File: src/common/cms_defines.vh
/*
 * Constants for the chip mode, security and low-power block:
 * register offsets, field positions, mode codes, power states.
 * Assumes inclusion by bare name from the design file.
 */
`ifndef CMS_DEFINES_VH
`define CMS_DEFINES_VH

// register byte offsets (aligned 32-bit words)
`define CMS_MODE_OFFSET 4'h0
`define CMS_MISC_OFFSET 4'h4
`define CMS_STATUS_OFFSET 4'h8
`define CMS_ADDR_W 4

// mode register fields: [2]=high, [1]=mid, [0]=low strap
`define CMS_MODE_W 3
`define CMS_MODE_RESET 3'h0
// mode codes as high,mid,low
`define CMS_MODE_SPECIAL_SINGLE 3'h0
`define CMS_MODE_EMUL_NARROW 3'h1
`define CMS_MODE_SPECIAL_TEST 3'h2
`define CMS_MODE_EMUL_WIDE 3'h3
`define CMS_MODE_NORMAL_SINGLE 3'h4
`define CMS_MODE_NORMAL_NARROW 3'h5
`define CMS_MODE_PERIPHERAL 3'h6
`define CMS_MODE_NORMAL_WIDE 3'h7
`define CMS_MODE_NORMAL_BIT 2

// misc register fields
`define CMS_MISC_FLASH_VISIBLE_BIT 0
`define CMS_MISC_OSC_COLPITTS_BIT 1
`define CMS_MISC_PSEUDO_STOP_BIT 2
`define CMS_MISC_FLASH_VISIBLE_RESET 1'b1
`define CMS_MISC_PSEUDO_STOP_RESET 1'b0

// status register fields
`define CMS_STAT_SECURE_BIT 0
`define CMS_STAT_DEBUG_ACTIVE_BIT 1
`define CMS_STAT_DEBUG_BLOCKED_BIT 2
`define CMS_STAT_FLASH_DISABLED_BIT 3
`define CMS_STAT_ERASE_VERIFIED_BIT 4
`define CMS_STAT_POWER_LSB 8

// power states
`define CMS_PWR_W 2
`define CMS_PWR_RUN 2'h0
`define CMS_PWR_WAIT 2'h1
`define CMS_PWR_PSTOP 2'h2
`define CMS_PWR_STOP 2'h3

// bus responses
`define CMS_RESP_OKAY 2'h0
`define CMS_RESP_SLVERR 2'h2

`endif

File: src/verilog/cms_chip_config.v
/*
 * Chip configuration: strap capture at reset release, mode register with
 * restricted switching, flash visibility, security enforcement, debug
 * port gating and the run/wait/stop/pseudo-stop power sequencer, with an
 * AXI4-Lite register slave.
 * Assumes straps, security bits and debug host inputs synchronous to
 * i_clock; stop/wait requests are one-cycle pulses from the core.
 */
`timescale 1ns/1ps
`include "cms_defines.vh"
`default_nettype none

// Contract
// mode straps captured into mode bits at reset release, defining mode
// mode bits readable; only restricted mode changes accepted at run time
// flash-visibility strap captured into flash-visible bit at reset release
// flash mapped when flash-visible bit is 1, absent when 0
// straps 000: special single-chip, debug active, flash visible forced 1
// other modes: debug allowed but inactive until host activation command
// straps 100: normal single-chip, flash visible forced 1
// straps 010: special test wide, flash visible forced 0
// straps 001/011: emulation narrow/wide, flash visible from strap
// straps 101: normal expanded narrow, flash visible equals strap
// straps 111: normal expanded wide, flash visible equals strap
// board never straps 110 peripheral mode
// oscillator strap 1 selects Colpitts, 0 Pierce or external clock
// oscillator strap sampled at reset release, held until next reset
// secured state taken from non-volatile flash security bits
// secured normal single-chip: all debug-port operations blocked
// secured reset into expanded mode: flash disabled, debug blocked
// unsecuring requires the internal flash to be erased
// erase verified in special single-chip before security bits reprogrammed
// debug host may write mode bits to switch into expanded mode
// reset before reprogramming comes back secured
// full stop halts all clocks and oscillator; wake by reset or ext irq
// pseudo stop keeps oscillator, timer and watchdog; others off (o_clocks_run also stays 1 here)
// wait halts execution, buses static, peripherals active
// software leaves unused peripherals disabled in run mode (no per-peripheral enable here; o_periph_run is 1 in run)
module cms_chip_config (
    input wire i_clock,
    input wire i_rst_n,
    input wire i_mode_strap_high,
    input wire i_mode_strap_mid,
    input wire i_mode_strap_low,
    input wire i_flash_visibility_strap,
    input wire i_oscillator_select_strap,
    input wire i_security_bits_secure,
    input wire i_flash_erased,
    input wire i_erase_verify_pass,
    input wire i_debug_activate,
    input wire i_debug_mode_write,
    input wire [2:0] i_debug_mode_data,
    input wire i_stop_instruction,
    input wire i_wait_instruction,
    input wire i_ext_interrupt,
    input wire i_any_interrupt,
    input wire [3:0] i_s_axi_awaddr,
    input wire i_s_axi_awvalid,
    output wire o_s_axi_awready,
    input wire [31:0] i_s_axi_wdata,
    input wire [3:0] i_s_axi_wstrb,
    input wire i_s_axi_wvalid,
    output wire o_s_axi_wready,
    output reg [1:0] o_s_axi_bresp,
    output reg o_s_axi_bvalid,
    input wire i_s_axi_bready,
    input wire [3:0] i_s_axi_araddr,
    input wire i_s_axi_arvalid,
    output wire o_s_axi_arready,
    output reg [31:0] o_s_axi_rdata,
    output reg [1:0] o_s_axi_rresp,
    output reg o_s_axi_rvalid,
    input wire i_s_axi_rready,
    output wire [2:0] o_mode,
    output wire o_flash_mapped,
    output wire o_osc_colpitts,
    output wire o_debug_active,
    output wire o_debug_blocked,
    output wire o_security_unlock_allow,
    output wire o_osc_run,
    output wire o_clocks_run,
    output wire o_timer_watchdog_run,
    output wire o_periph_run,
    output wire o_cpu_halt,
    output wire [1:0] o_power_state
);

    reg released_reg;
    reg [2:0] mode_reg, mode_next;
    reg [2:0] reset_mode_reg;
    reg flash_visible_reg;
    reg osc_colpitts_reg;
    reg pseudo_stop_reg;
    reg secure_reg;
    reg erase_verified_reg;
    reg debug_active_reg;
    reg [1:0] power_reg, power_next;
    reg aw_held_reg, w_held_reg;
    reg [3:0] aw_addr_reg;
    reg [31:0] w_data_reg;
    reg w_strb0_reg;

    wire [2:0] strap_mode = {i_mode_strap_high, i_mode_strap_mid, i_mode_strap_low};
    wire capture = ~released_reg;
    wire in_special_single = (mode_reg == `CMS_MODE_SPECIAL_SINGLE);
    wire reset_expanded = (reset_mode_reg != `CMS_MODE_SPECIAL_SINGLE) &&
                          (reset_mode_reg != `CMS_MODE_NORMAL_SINGLE);
    wire flash_disabled = secure_reg & reset_expanded;
    wire debug_blocked = secure_reg & ~(in_special_single & erase_verified_reg);

    // strap-derived flash visibility per mode
    reg flash_vis_strap;
    always @* begin
        case (strap_mode)
            `CMS_MODE_SPECIAL_SINGLE: flash_vis_strap = 1'b1;
            `CMS_MODE_NORMAL_SINGLE: flash_vis_strap = 1'b1;
            `CMS_MODE_SPECIAL_TEST: flash_vis_strap = 1'b0;
            `CMS_MODE_EMUL_NARROW,
            `CMS_MODE_EMUL_WIDE: flash_vis_strap = i_flash_visibility_strap;
            `CMS_MODE_NORMAL_NARROW: flash_vis_strap = i_flash_visibility_strap;
            `CMS_MODE_NORMAL_WIDE: flash_vis_strap = i_flash_visibility_strap;
            // peripheral straps are a board fault; force flash visible as in special single-chip
            default: flash_vis_strap = 1'b1;
        endcase
    end

    // run-time mode switching filter
    function mode_write_ok;
        input [2:0] cur;
        input [2:0] want;
        begin
            if (want == `CMS_MODE_PERIPHERAL) begin
                mode_write_ok = 1'b0;
            end else if (!cur[`CMS_MODE_NORMAL_BIT]) begin
                mode_write_ok = 1'b1;
            end else begin
                // normal modes may only step from single-chip into expanded
                mode_write_ok = (cur == `CMS_MODE_NORMAL_SINGLE) &&
                                ((want == `CMS_MODE_NORMAL_NARROW) ||
                                 (want == `CMS_MODE_NORMAL_WIDE));
            end
        end
    endfunction

    // write channel handshake
    wire wr_fire = aw_held_reg & w_held_reg & ~o_s_axi_bvalid;
    assign o_s_axi_awready = ~aw_held_reg & ~o_s_axi_bvalid;
    assign o_s_axi_wready = ~w_held_reg & ~o_s_axi_bvalid;
    assign o_s_axi_arready = ~o_s_axi_rvalid;
    wire wr_mode = wr_fire & (aw_addr_reg == `CMS_MODE_OFFSET) & w_strb0_reg;
    wire wr_misc = wr_fire & (aw_addr_reg == `CMS_MISC_OFFSET) & w_strb0_reg;
    wire wr_mapped = (aw_addr_reg == `CMS_MODE_OFFSET) ||
                     (aw_addr_reg == `CMS_MISC_OFFSET) ||
                     (aw_addr_reg == `CMS_STATUS_OFFSET);

    always @* begin
        mode_next = mode_reg;
        if (capture) begin
            mode_next = strap_mode;
        end else if (i_debug_mode_write && debug_active_reg && !debug_blocked &&
                     mode_write_ok(mode_reg, i_debug_mode_data)) begin
            mode_next = i_debug_mode_data;
        end else if (wr_mode && mode_write_ok(mode_reg, w_data_reg[2:0])) begin
            mode_next = w_data_reg[2:0];
        end
    end

    always @(posedge i_clock) begin
        if (!i_rst_n) begin
            released_reg <= 1'b0;
            mode_reg <= `CMS_MODE_RESET;
            reset_mode_reg <= `CMS_MODE_RESET;
            flash_visible_reg <= `CMS_MISC_FLASH_VISIBLE_RESET;
            osc_colpitts_reg <= 1'b0;
            pseudo_stop_reg <= `CMS_MISC_PSEUDO_STOP_RESET;
            // assume secured until the flash bits are read at release
            secure_reg <= 1'b1;
            erase_verified_reg <= 1'b0;
            debug_active_reg <= 1'b0;
        end else begin
            released_reg <= 1'b1;
            mode_reg <= mode_next;
            if (capture) begin
                reset_mode_reg <= strap_mode;
                flash_visible_reg <= flash_vis_strap;
                osc_colpitts_reg <= i_oscillator_select_strap;
                secure_reg <= i_security_bits_secure;
                debug_active_reg <= (strap_mode == `CMS_MODE_SPECIAL_SINGLE);
            end else begin
                if (i_debug_activate) begin
                    debug_active_reg <= 1'b1;
                end
                // verify program only runs out of a special single-chip reset
                if (i_erase_verify_pass && i_flash_erased &&
                    reset_mode_reg == `CMS_MODE_SPECIAL_SINGLE) begin
                    erase_verified_reg <= 1'b1;
                end
                if (wr_misc) begin
                    pseudo_stop_reg <= w_data_reg[`CMS_MISC_PSEUDO_STOP_BIT];
                end
            end
        end
    end

    // power sequencer
    always @* begin
        power_next = power_reg;
        case (power_reg)
            `CMS_PWR_RUN: begin
                if (i_stop_instruction) begin
                    power_next = pseudo_stop_reg ? `CMS_PWR_PSTOP : `CMS_PWR_STOP;
                end else if (i_wait_instruction) begin
                    power_next = `CMS_PWR_WAIT;
                end
            end
            `CMS_PWR_WAIT: begin
                if (i_any_interrupt) begin
                    power_next = `CMS_PWR_RUN;
                end
            end
            `CMS_PWR_PSTOP: begin
                if (i_any_interrupt) begin
                    power_next = `CMS_PWR_RUN;
                end
            end
            `CMS_PWR_STOP: begin
                // only an external source can wake a fully static chip
                if (i_ext_interrupt) begin
                    power_next = `CMS_PWR_RUN;
                end
            end
            default: power_next = `CMS_PWR_RUN;
        endcase
    end

    always @(posedge i_clock) begin
        if (!i_rst_n) begin
            power_reg <= `CMS_PWR_RUN;
        end else begin
            power_reg <= power_next;
        end
    end

    // register bus
    reg [31:0] rd_data;
    reg rd_ok;
    always @* begin
        rd_data = 32'h0000_0000;
        rd_ok = 1'b1;
        case (i_s_axi_araddr)
            `CMS_MODE_OFFSET: rd_data[2:0] = mode_reg;
            `CMS_MISC_OFFSET: begin
                rd_data[`CMS_MISC_FLASH_VISIBLE_BIT] = flash_visible_reg;
                rd_data[`CMS_MISC_OSC_COLPITTS_BIT] = osc_colpitts_reg;
                rd_data[`CMS_MISC_PSEUDO_STOP_BIT] = pseudo_stop_reg;
            end
            `CMS_STATUS_OFFSET: begin
                rd_data[`CMS_STAT_SECURE_BIT] = secure_reg;
                rd_data[`CMS_STAT_DEBUG_ACTIVE_BIT] = o_debug_active;
                rd_data[`CMS_STAT_DEBUG_BLOCKED_BIT] = debug_blocked;
                rd_data[`CMS_STAT_FLASH_DISABLED_BIT] = flash_disabled;
                rd_data[`CMS_STAT_ERASE_VERIFIED_BIT] = erase_verified_reg;
                rd_data[`CMS_STAT_POWER_LSB +: 2] = power_reg;
            end
            default: rd_ok = 1'b0;
        endcase
    end

    always @(posedge i_clock) begin
        if (!i_rst_n) begin
            aw_held_reg <= 1'b0;
            w_held_reg <= 1'b0;
            aw_addr_reg <= 4'h0;
            w_data_reg <= 32'h0000_0000;
            w_strb0_reg <= 1'b0;
            o_s_axi_bvalid <= 1'b0;
            o_s_axi_bresp <= `CMS_RESP_OKAY;
            o_s_axi_rvalid <= 1'b0;
            o_s_axi_rresp <= `CMS_RESP_OKAY;
            o_s_axi_rdata <= 32'h0000_0000;
        end else begin
            if (i_s_axi_awvalid && o_s_axi_awready) begin
                aw_held_reg <= 1'b1;
                aw_addr_reg <= {i_s_axi_awaddr[3:2], 2'b00};
            end
            if (i_s_axi_wvalid && o_s_axi_wready) begin
                w_held_reg <= 1'b1;
                w_data_reg <= i_s_axi_wdata;
                w_strb0_reg <= i_s_axi_wstrb[0];
            end
            if (wr_fire) begin
                aw_held_reg <= 1'b0;
                w_held_reg <= 1'b0;
                o_s_axi_bvalid <= 1'b1;
                o_s_axi_bresp <= wr_mapped ? `CMS_RESP_OKAY : `CMS_RESP_SLVERR;
            end else if (o_s_axi_bvalid && i_s_axi_bready) begin
                o_s_axi_bvalid <= 1'b0;
            end
            if (i_s_axi_arvalid && o_s_axi_arready) begin
                o_s_axi_rvalid <= 1'b1;
                o_s_axi_rdata <= rd_data;
                o_s_axi_rresp <= rd_ok ? `CMS_RESP_OKAY : `CMS_RESP_SLVERR;
            end else if (o_s_axi_rvalid && i_s_axi_rready) begin
                o_s_axi_rvalid <= 1'b0;
            end
        end
    end

    assign o_mode = mode_reg;
    assign o_flash_mapped = flash_visible_reg & ~flash_disabled;
    assign o_osc_colpitts = osc_colpitts_reg;
    assign o_debug_active = debug_active_reg & ~debug_blocked;
    assign o_debug_blocked = debug_blocked;
    assign o_security_unlock_allow = secure_reg & erase_verified_reg;
    assign o_osc_run = (power_reg != `CMS_PWR_STOP);
    assign o_clocks_run = (power_reg != `CMS_PWR_STOP);
    assign o_timer_watchdog_run = (power_reg != `CMS_PWR_STOP);
    assign o_periph_run = (power_reg == `CMS_PWR_RUN) ||
                          (power_reg == `CMS_PWR_WAIT);
    assign o_cpu_halt = (power_reg != `CMS_PWR_RUN);
    assign o_power_state = power_reg;

endmodule

`default_nettype wire
File: config.mk
export PLATFORM = sky130hd
export DESIGN_NAME = cms_chip_config
export DESIGN_NICKNAME = d
export VERILOG_FILES = /design/src/verilog/cms_chip_config.v
export VERILOG_INCLUDE_DIRS = /design/src /design/src/common
export SDC_FILE = /design/constraint.sdc
export NUM_CORES = 1
export LEC_CHECK = 0
export BUFFER_PORTS_ARGS = -buffer_cell sky130_fd_sc_hd__buf_2
export CAP_MARGIN = 20
export CELL_PAD_IN_SITES_DETAIL_PLACEMENT = 1
export CELL_PAD_IN_SITES_GLOBAL_PLACEMENT = 2
export CORE_ASPECT_RATIO = 0.7
export CORE_MARGIN = 2
export CORE_UTILIZATION = 19
export DETAILED_ROUTE_END_ITERATION = 8
export PLACE_DENSITY = 0.82
export SLEW_MARGIN = 20
export SYNTH_ARGS = -nofsm -noshare
export SYNTH_HDL_FRONTEND = slang
export SYNTH_SLANG_ARGS = --single-unit
File: constraint.sdc
create_clock -name i_clock -period 1.9 [get_ports i_clock]
set_input_delay 0.095 -clock i_clock [delete_from_list [all_inputs] [get_ports i_clock]]
set_output_delay 0.095 -clock i_clock [all_outputs]
set_load 0.02 [all_outputs]
==> flow_summary.yaml, run 1 <==
status:
  outcome: "complete, no violations"
cells_and_area:
  nNetsFinal: 368
  top_register: "o_s_axi_rdata"
  fin_area_mm2: 0.00244
  fillCellCount: 1204
  ff_latch_area_um2: 684
  largest_reg_flops: 7
  multiInputGateArea_mm2: 0.00100
  final_cells: 427
  drive_gt1_share_pct: 31.5
  fin_util_pct: 25.4
  area_growth_pct: 31.1
synth:
  synth_edf_count: 0
  synth_cell_types: 45
  async_flop_share_pct: 0
  yosysSeqAreaShare_pct: 36.5
  yosysTopAreaCell: "dfxtp_1"
  syn_area_per_cell_um2: 8.25
  yosysMostFrequentCell: "dfxtp_1"
  synth_cells: 226
  synth_area_leaders: "dfxtp_1 (37%), buf_4 (12%), mux2i_1 (7.0%)"
  synth_top_area_share_pct: 36.5
  synth-warning-count: 0
  ys.flop_type: "dfxtp_1"
  syn-cell-area_mm2: 0.00186
  synth_top_cells_by_count: "dfxtp_1 (34), nor2_1 (30), buf_4 (29), a21oi_1 (22), nand2_1 (18)"
  ys_ff_latch: 34
clock_tree:
  insertion_delay_ns: 0.27
  cts_made_buffers: 5
  post_cts_buffers: 0
  cts_tree: "yes"
  cts.sinks: 34
  path_clk_slew_ns: 0.05
  htreeDepth: 2
  cts_root_buf: "clkbuf_16"
  cts_buffer_depth: 2
worst_hold_path:
  hold_class: "in2reg"
placement:
  dp_hpwl_um: 4500
  dp_cells: 417
  dpl-instance-area_mm2: 0.00228
  numPortBuffers: 62
  place_congestion: 0.795
  dp_slack_ns: -0.00734
floorplanning:
  die_w_um: 122
  floorplan.initialDensity_pct: 19.4
  design.core.area_mm2: 0.00961
  dieArea_mm2: 0.0106
  fp-row-count: 30
  io_pins: 124
  die_h_um: 86.9
pwr:
  irDropWorstVdd_mv: 0.282
  p_leak_uw: 0.00113
  power.density_mw_per_mm2: 861
drt:
  drt_first_pass_iters: 4
  wl_per_cell_um: 13.2
  wl_um: 5650
  vias: 1751
  drc: 0
  vias_per_cell: 4.10
  ant_nets: 0
  drt_iter0_drc: 58
global_routing:
  antenna_found_initial: 1
  overflow: 0
  grt_pass1_wl_um: 8880
  first_global_vias: 1775
  grtUsageTotal_pct: 10.9
  grt_max_degree: 26
sta:
  period_share_pct: 95.7
  finalSetupTns_ns: 0
  rsz0062_at_grt: "no"
  max_slew.worst_pin.slew_ns: 0.763
  timing.final.ws_setup_ns: 0.0826
  finalSetupViolCount: 0
  max_freq_ghz: 0.550
  min_period_ns: 1.82
  clock_skew_ns: 0.00436
  drv_slew: 0
  slew_headroom_pct: 48.7
  hold_viol_final: 0
critical_path:
  path_buf_inv: 0
  worstPathCellList: "nand3b_4 -> or4b_4 -> a211oi_4 -> mux2_4 -> o211a_1"
  critPathMaxStageDelay_ns: 0.54
  endpoint_kind: "register"
  crit_family: "simple AND/OR/NAND/NOR gates"
  cp.arrival_ns: 1.98
  worstSetupStartpointType: "register"
  crit_fanout: 2
  critical_path_required_ns: 2.07
  crit_type: "reg2reg"
  crit_slowest_cell: "or4b_4"
flow_run:
  drv_cap: 0
## area by class of cell
cell class,instances,share of cell area (%)
Antenna cell,1,0.102
Clock buffer,7,5.84
Clock inverter,1,0.205
Inverter,10,1.54
Multi-Input combinational cell,171,41.0
Sequential cell,34,28.0
Tap cell,128,6.55
Timing Repair Buffer,75,16.8
## kinds of logic after synthesis
group                      count (synthesis)  synth area share, %
AOI/OAI and AO/OA                         47                 15.8
and+or+nand+nor                           80                 22.5
other                                      1                0.201
adders and majority gates                  3                 2.01
muxes                                     14                 7.58
DFF                                       34                 36.5
buffers and inverters                     47                 15.4
## metrics by stage
step | hold slack [ns] | power, uW
floorplan | 0.123 | 1180
global placement | 0.280 | 1300
detailed placement | 0.287 | 1310
CTS | 0.0389 | 2140
global route | 0.0494 | 2230
finish | 0.0415 | 2100
## cells in the final DEF, fill, tap and decap left out, types with 2 or more instances in the layout
cell type  synthesis  final
a21oi_1           22     22
and2_1             4      4
and3_1             2      2
buf_2              2     62
buf_4             29     12
clkbuf_16          0      5
conb_1             1     27
dfxtp_1           34     31
dfxtp_2            0      3
ha_1               3      3
inv_1              9      9
mux2i_1           13     13
nand2_1           18     18
nand3_1            3      3
nand4b_1           4      4
nor2_1            30     30
nor2b_1            2      2
nor3_1             2      2
o211ai_1           2      2
o21ai_0            7      7
o22ai_1            4      4
o31ai_1            2      2
or2_2              3      3
or2b_1             3      3
## worst reg2reg max path, stage by stage (launching register included)
cell and delay (ns):
dfxtp_2 0.32, nand3b_4 0.15, or4b_4 0.54, a211oi_4 0.20, mux2_4 0.32, o211a_1 0.19
## report_power, final
part	internal [uW]	leakage [uW]	switching, uW
logic	180	0.000777	306
registers	761	0.000280	52.6
clock network	519	0.0000739	286
## layer usage
layer | global-route usage, % | wire [um] | vias to the layer above
li1 | - | - | 863
met3 | 4.06 | 366 | 5
met4 | 2.61 | 56 | 0
met2 | 17.2 | 2570 | 48
met1 | 14.1 | 2660 | 835
met5 | 0 | 0 | -
## what timing repair did
item	4_1_cts	5_1_grt
setup endpoints to repair	1	1
endpoints found under the hold margin	1	0
gates resized for setup	2	1
hold buffers	1	0
pin swaps	1	0
## worst paths after layout
kind | cells after the start | end | startpoint | slack, ns
worst min register to register | 2 | o_s_axi_rdata[9] | o_s_axi_rdata[9] | 0.45
worst min-delay path | 3 | secure_reg | i_security_bits_secure | 0.04
worst max-delay path | 5 | o_mode[2] | o_s_axi_bvalid | 0.08
worst max register to register | 5 | o_mode[2] | o_s_axi_bvalid | 0.08
Note: power is estimated with default switching activity, not from simulation.
==> run 2: changes to the inputs <==
CORE_UTILIZATION = 23   (was 19)
PLACE_DENSITY = 0.92   (was 0.82)
clock period = 2.2 ns   (was 1.9 ns; I/O delays follow)
==> run 2 against run 1 <==
Combinational power is 19% lower. Worst hold slack worse by 0.021 ns. Worst setup slack better by 0.032 ns. Sequential share of layout area is 1.4 points higher. Sequential cell count stayed put. Critical endpoint unchanged.
==> flow_summary.yaml, run 2 (synthesis gave the netlist of run 1 again) <==
sta:
  min_period_ns: 2.09
  timing.hold.ws_ns: 0.0208
  max_freq_ghz: 0.480
  finalSetupTns_ns: 0
  clock_skew_ns: 0.00364
  finalSetupViolCount: 0
  slew_headroom_pct: 51.7
  max_slew.worst_pin.slew_ns: 0.719
  rsz0062_at_grt: "no"
  hold_viol_final: 0
  period_share_pct: 94.8
  drv_slew: 0
floorplanning:
  die_w_um: 112
  io_pins: 124
  floorplan.initialDensity_pct: 23.7
  design.core.area_mm2: 0.00787
  die_h_um: 79.3
  fp-row-count: 27
  dieArea_mm2: 0.00885
cells_and_area:
  fillCellCount: 957
  final_cell_mix: "buf_2 (62), dfxtp_1 (34), nor2_1 (30)"
  final_common_cell: "buf_2"
  top_register: "o_s_axi_rdata"
  fin_area_mm2: 0.00231
  drive_gt1_share_pct: 27.5
  num_antenna_cells: 0
  fin_util_pct: 29.4
  area_growth_pct: 24.0
  largest_reg_flops: 7
  nNetsFinal: 357
pwr:
  internal_power_uw: 1240
  switching_share_pct: 31.0
  irDropWorstVdd_mv: 0.242
  combPwrFrac_pct: 21.8
  clkPwrFrac_pct: 38.8
  seq_power_share_pct: 39.4
  power.density_mw_per_mm2: 780
  net-switching-power_uw: 560
  power_uw: 1800
  p_leak_uw: 0.00107
drt:
  ant_nets: 0
  vias_per_cell: 4.44
  drt_first_pass_iters: 4
  drt_iter0_drc: 85
  wl_per_cell_um: 14.2
  vias: 1721
  wl_um: 5520
  drc: 0
clock_tree:
  cts_tree: "yes"
  cts_root_buf: "clkbuf_16"
  post_cts_resized: 0
  cts_made_buffers: 5
  path_clk_slew_ns: 0.05
  ctsHoldBuffers: 0
  htreeDepth: 2
  insertion_delay_ns: 0.27
  cts.sinks: 34
  post_cts_buffers: 0
  cts_buffer_depth: 2
critical_path:
  endpoint_kind: "register"
  crit_fanout: 7
  ff2ff_path_depth: 5
  r2r_slack_ns: 0.11
  crit_type: "reg2reg"
  critical_path_required_ns: 2.37
  startpoint: "o_s_axi_bvalid"
  worstSetupStartpointType: "register"
  r2r_start: "o_s_axi_bvalid"
  crit_path_end: "o_mode[2]"
  rr_endpoint: "o_mode[2]"
  cp.arrival_ns: 2.25
global_routing:
  overflow: 0
  antenna_found_initial: 0
  grt_pass1_wl_um: 8750
  first_global_vias: 1716
  grt_max_degree: 26
  grtUsageTotal_pct: 12.5
status:
  outcome: "complete, no violations"
placement:
  numPortBuffers: 62
  dpl-instance-area_mm2: 0.00216
  place_congestion: 0.763
  dp_hpwl_um: 4190
flow_run:
  drv_cap: 0
worst_hold_path:
  hold_class: "in2reg"
==> run 2: layout make-up <==
class,instances,area [um2],share of cell area [%]
sequential,34,681,29.5
multi-input combinational,171,993,43.0
inverter,10,37.5,1.62
tap,101,126,5.47
clock buffer,7,143,6.17
timing repair buffer,64,325,14.1
clock inverter,1,5.00,0.217
==> run 2: worst min-delay path by stage <==
stage                        start  depth (start not counted)  slack, ns             end
global route        i_s_axi_rready                          2       0.03  o_s_axi_rvalid
global placement    i_s_axi_rready                          2       0.29  o_s_axi_rvalid
detailed placement  i_s_axi_rready                          2       0.31  o_s_axi_rvalid
floorplan                  i_rst_n                          0       0.14    released_reg
finish              i_s_axi_rready                          2       0.02  o_s_axi_rvalid
CTS                 i_s_axi_rready                          2       0.02  o_s_axi_rvalid
==> run 2: power groups by stage <==
stage / clock [uW] / sequential (uW) / combinational, uW
after floorplan: 0 / 724 / 290
after global placement: 0 / 719 / 381
after detailed placement: 0 / 722 / 393
after CTS: 717 / 711 / 397
after global routing: 747 / 717 / 433
final: 700 / 711 / 392
==> run 2: metal layers <==
layer	vias up	track usage, %	share of wire (%)
li1	841	-	-
met1	823	15.8	45
met2	49	20.9	49
met3	8	3.05	4.7
met4	0	4.81	1.5
met5	-	0	0
==> run 2: stage by stage <==
| stage | instances | setup slack [ns] |
|---|---|---|
| after floorplan | 252 | 0.182 |
| after global placement | 380 | 0.184 |
| after detailed placement | 380 | 0.146 |
| after CTS | 388 | 0.109 |
| after global routing | 388 | 0.0508 |
| final | 388 | 0.115 |
==> run 2: worst max-delay path: stages (launching register included) <==
cell and delay (ns):
dfxtp_1 0.35, nand3b_4 0.21, or4b_4 0.57, a211oi_4 0.29
mux2_1 0.35, o211a_1 0.20
==> run 3: changes to the inputs <==
==> constraint.sdc (replaced) <==
create_clock -name i_clock -period 2.2 [get_ports i_clock]
set_input_delay 0.44 -clock i_clock [delete_from_list [all_inputs] [get_ports i_clock]]
set_output_delay 0.44 -clock i_clock [all_outputs]
set_load 0.02 [all_outputs]
==> run 3 against run 2 <==
Critical path depth did not move. Via count fell by 1.6%. Final cell count rose by 0.26%. Clock-buffer cell count rose by 1. Worst setup slack improved by 0.020 ns. Combinational power rose by 1%. Final area rose by 1.1%. Worst hold slack improved by 0.33 ns. Wire length fell by 2.6%. Sequential share of layout area fell by 0.33 points. Non-clock buffer count rose by 1. Utilization rose by 0.33 points. Critical endpoint unchanged. Largest cell class unchanged.
==> flow_summary.yaml, run 3 (synthesis gave the netlist of run 1 again) <==
floorplanning:
  fp-row-count: 27
  io_pins: 124
  die_h_um: 79.3
  design.core.area_mm2: 0.00787
  die_w_um: 112
  floorplan.initialDensity_pct: 23.7
  dieArea_mm2: 0.00885
cells_and_area:
  final_cell_mix: "buf_2 (62), dfxtp_1 (34), nor2_1 (30)"
  final_cells: 389
  largest_reg_flops: 7
  fillCellCount: 948
  area_growth_pct: 25.4
  num_antenna_cells: 0
  fin_util_pct: 29.7
  top_register: "o_s_axi_rdata"
  final_common_cell: "buf_2"
  drive_gt1_share_pct: 28.1
  nNetsFinal: 358
flow_run:
  drv_cap: 0
critical_path:
  rr_endpoint: "o_mode[2]"
  critical_path_required_ns: 2.36
  endpoint_kind: "register"
  worstSetupStartpointType: "register"
  crit_type: "reg2reg"
  ff2ff_path_depth: 5
  cp.arrival_ns: 2.23
  r2r_slack_ns: 0.14
  r2r_start: "o_s_axi_bvalid"
  crit_fanout: 7
  crit_path_end: "o_mode[2]"
  startpoint: "o_s_axi_bvalid"
drt:
  drc: 0
  wl_per_cell_um: 13.8
  wl_um: 5380
  vias: 1693
  ant_nets: 0
  drt_iter0_drc: 56
  drt_first_pass_iters: 4
  vias_per_cell: 4.35
sta:
  max_slew.worst_pin.slew_ns: 0.713
  rsz0062_at_grt: "no"
  timing.final.ws_setup_ns: 0.135
  max_freq_ghz: 0.484
  finalSetupTns_ns: 0
  slew_headroom_pct: 52.0
  period_share_pct: 93.8
  hold_viol_final: 0
  drv_slew: 0
  finalSetupViolCount: 0
  clock_skew_ns: 0.00189
  min_period_ns: 2.06
global_routing:
  grt_pass1_wl_um: 8620
  grt_max_degree: 26
  grtUsageTotal_pct: 12.1
  first_global_vias: 1688
  antenna_found_initial: 0
  overflow: 0
clock_tree:
  insertion_delay_ns: 0.27
  cts_buffer_depth: 2
  cts_made_buffers: 5
  ctsHoldBuffers: 0
  cts_tree: "yes"
  path_clk_slew_ns: 0.05
  post_cts_buffers: 0
  htreeDepth: 2
  cts.sinks: 34
  post_cts_resized: 0
  cts_root_buf: "clkbuf_16"
pwr:
  power.density_mw_per_mm2: 798
  power_uw: 1870
  p_leak_uw: 0.00109
  irDropWorstVdd_mv: 0.298
status:
  outcome: "complete, no violations"
placement:
  numPortBuffers: 62
  place_congestion: 0.785
  dp_hpwl_um: 4160
  dp_slack_ns: 0.142
  dp_cells: 381
worst_hold_path:
  hold_class: "in2reg"
## run 3: cell count changes in the layout (fill, tap and decap cells not counted)
| cell | previous run | this run |
|---|---|---|
| clkbuf_8 | 1 | 3 |
| buf_4 | 2 | 3 |
| clkbuf_1 | 1 | 0 |
| clkinv_2 | 1 | 0 |
## run 3: worst min-delay path by stage
stage	from	cells after the start	endpoint	slack (ns)
3_5_place_dp	o_s_axi_rdata[9]	2	o_s_axi_rdata[9]	0.45
6_report	i_s_axi_rready	2	o_s_axi_rvalid	0.35
3_3_place_gp	o_s_axi_rdata[9]	2	o_s_axi_rdata[9]	0.44
2_1_floorplan	flash_visible_reg	2	flash_visible_reg	0.45
5_1_grt	i_s_axi_rready	2	o_s_axi_rvalid	0.35
4_1_cts	i_s_axi_rready	2	o_s_axi_rvalid	0.34
## run 3: power by group
group          switching, uW  leakage [uW]  total [uW]  internal (uW)
Clock                    252     0.0000832         764            512
Sequential              49.7      0.000279         706            656
Combinational            256      0.000727         396            141
Total                    557       0.00109        1870           1310
## run 3: metrics by stage
stage / hold WS, ns / instance area (um2)
floorplan: 0.447 / 1960
global placement: 0.442 / 2170
detailed placement: 0.447 / 2170
CTS: 0.344 / 2340
global route: 0.346 / 2340
finish: 0.346 / 2340
## run 3: critical path, cell delays in order, from the launching register on
cell and delay (ns):
dfxtp_1 0.36, nand3b_4 0.21, or4b_4 0.56, a211oi_4 0.27, mux2_1 0.36, o211a_1 0.21
## run 3: routing by layer
layer	track usage [%]	routed length, um	vias to the layer above	part of all wire, %
met2	19.8	2580	38	48
met5	0	0	-	0
met4	4.20	56	0	1.0
met1	15.9	2520	810	47
li1	-	-	841	-
met3	2.82	224	4	4.2
## run 3: area by class of cell
| type | instances | area [um2] | area share (%) |
|---|---|---|---|
| clock buffer | 8 | 166 | 7.12 |
| inverter | 10 | 37.5 | 1.61 |
| multi-input combinational | 171 | 993 | 42.5 |
| sequential | 34 | 681 | 29.1 |
| tap | 101 | 126 | 5.41 |
| timing repair buffer | 65 | 333 | 14.2 |
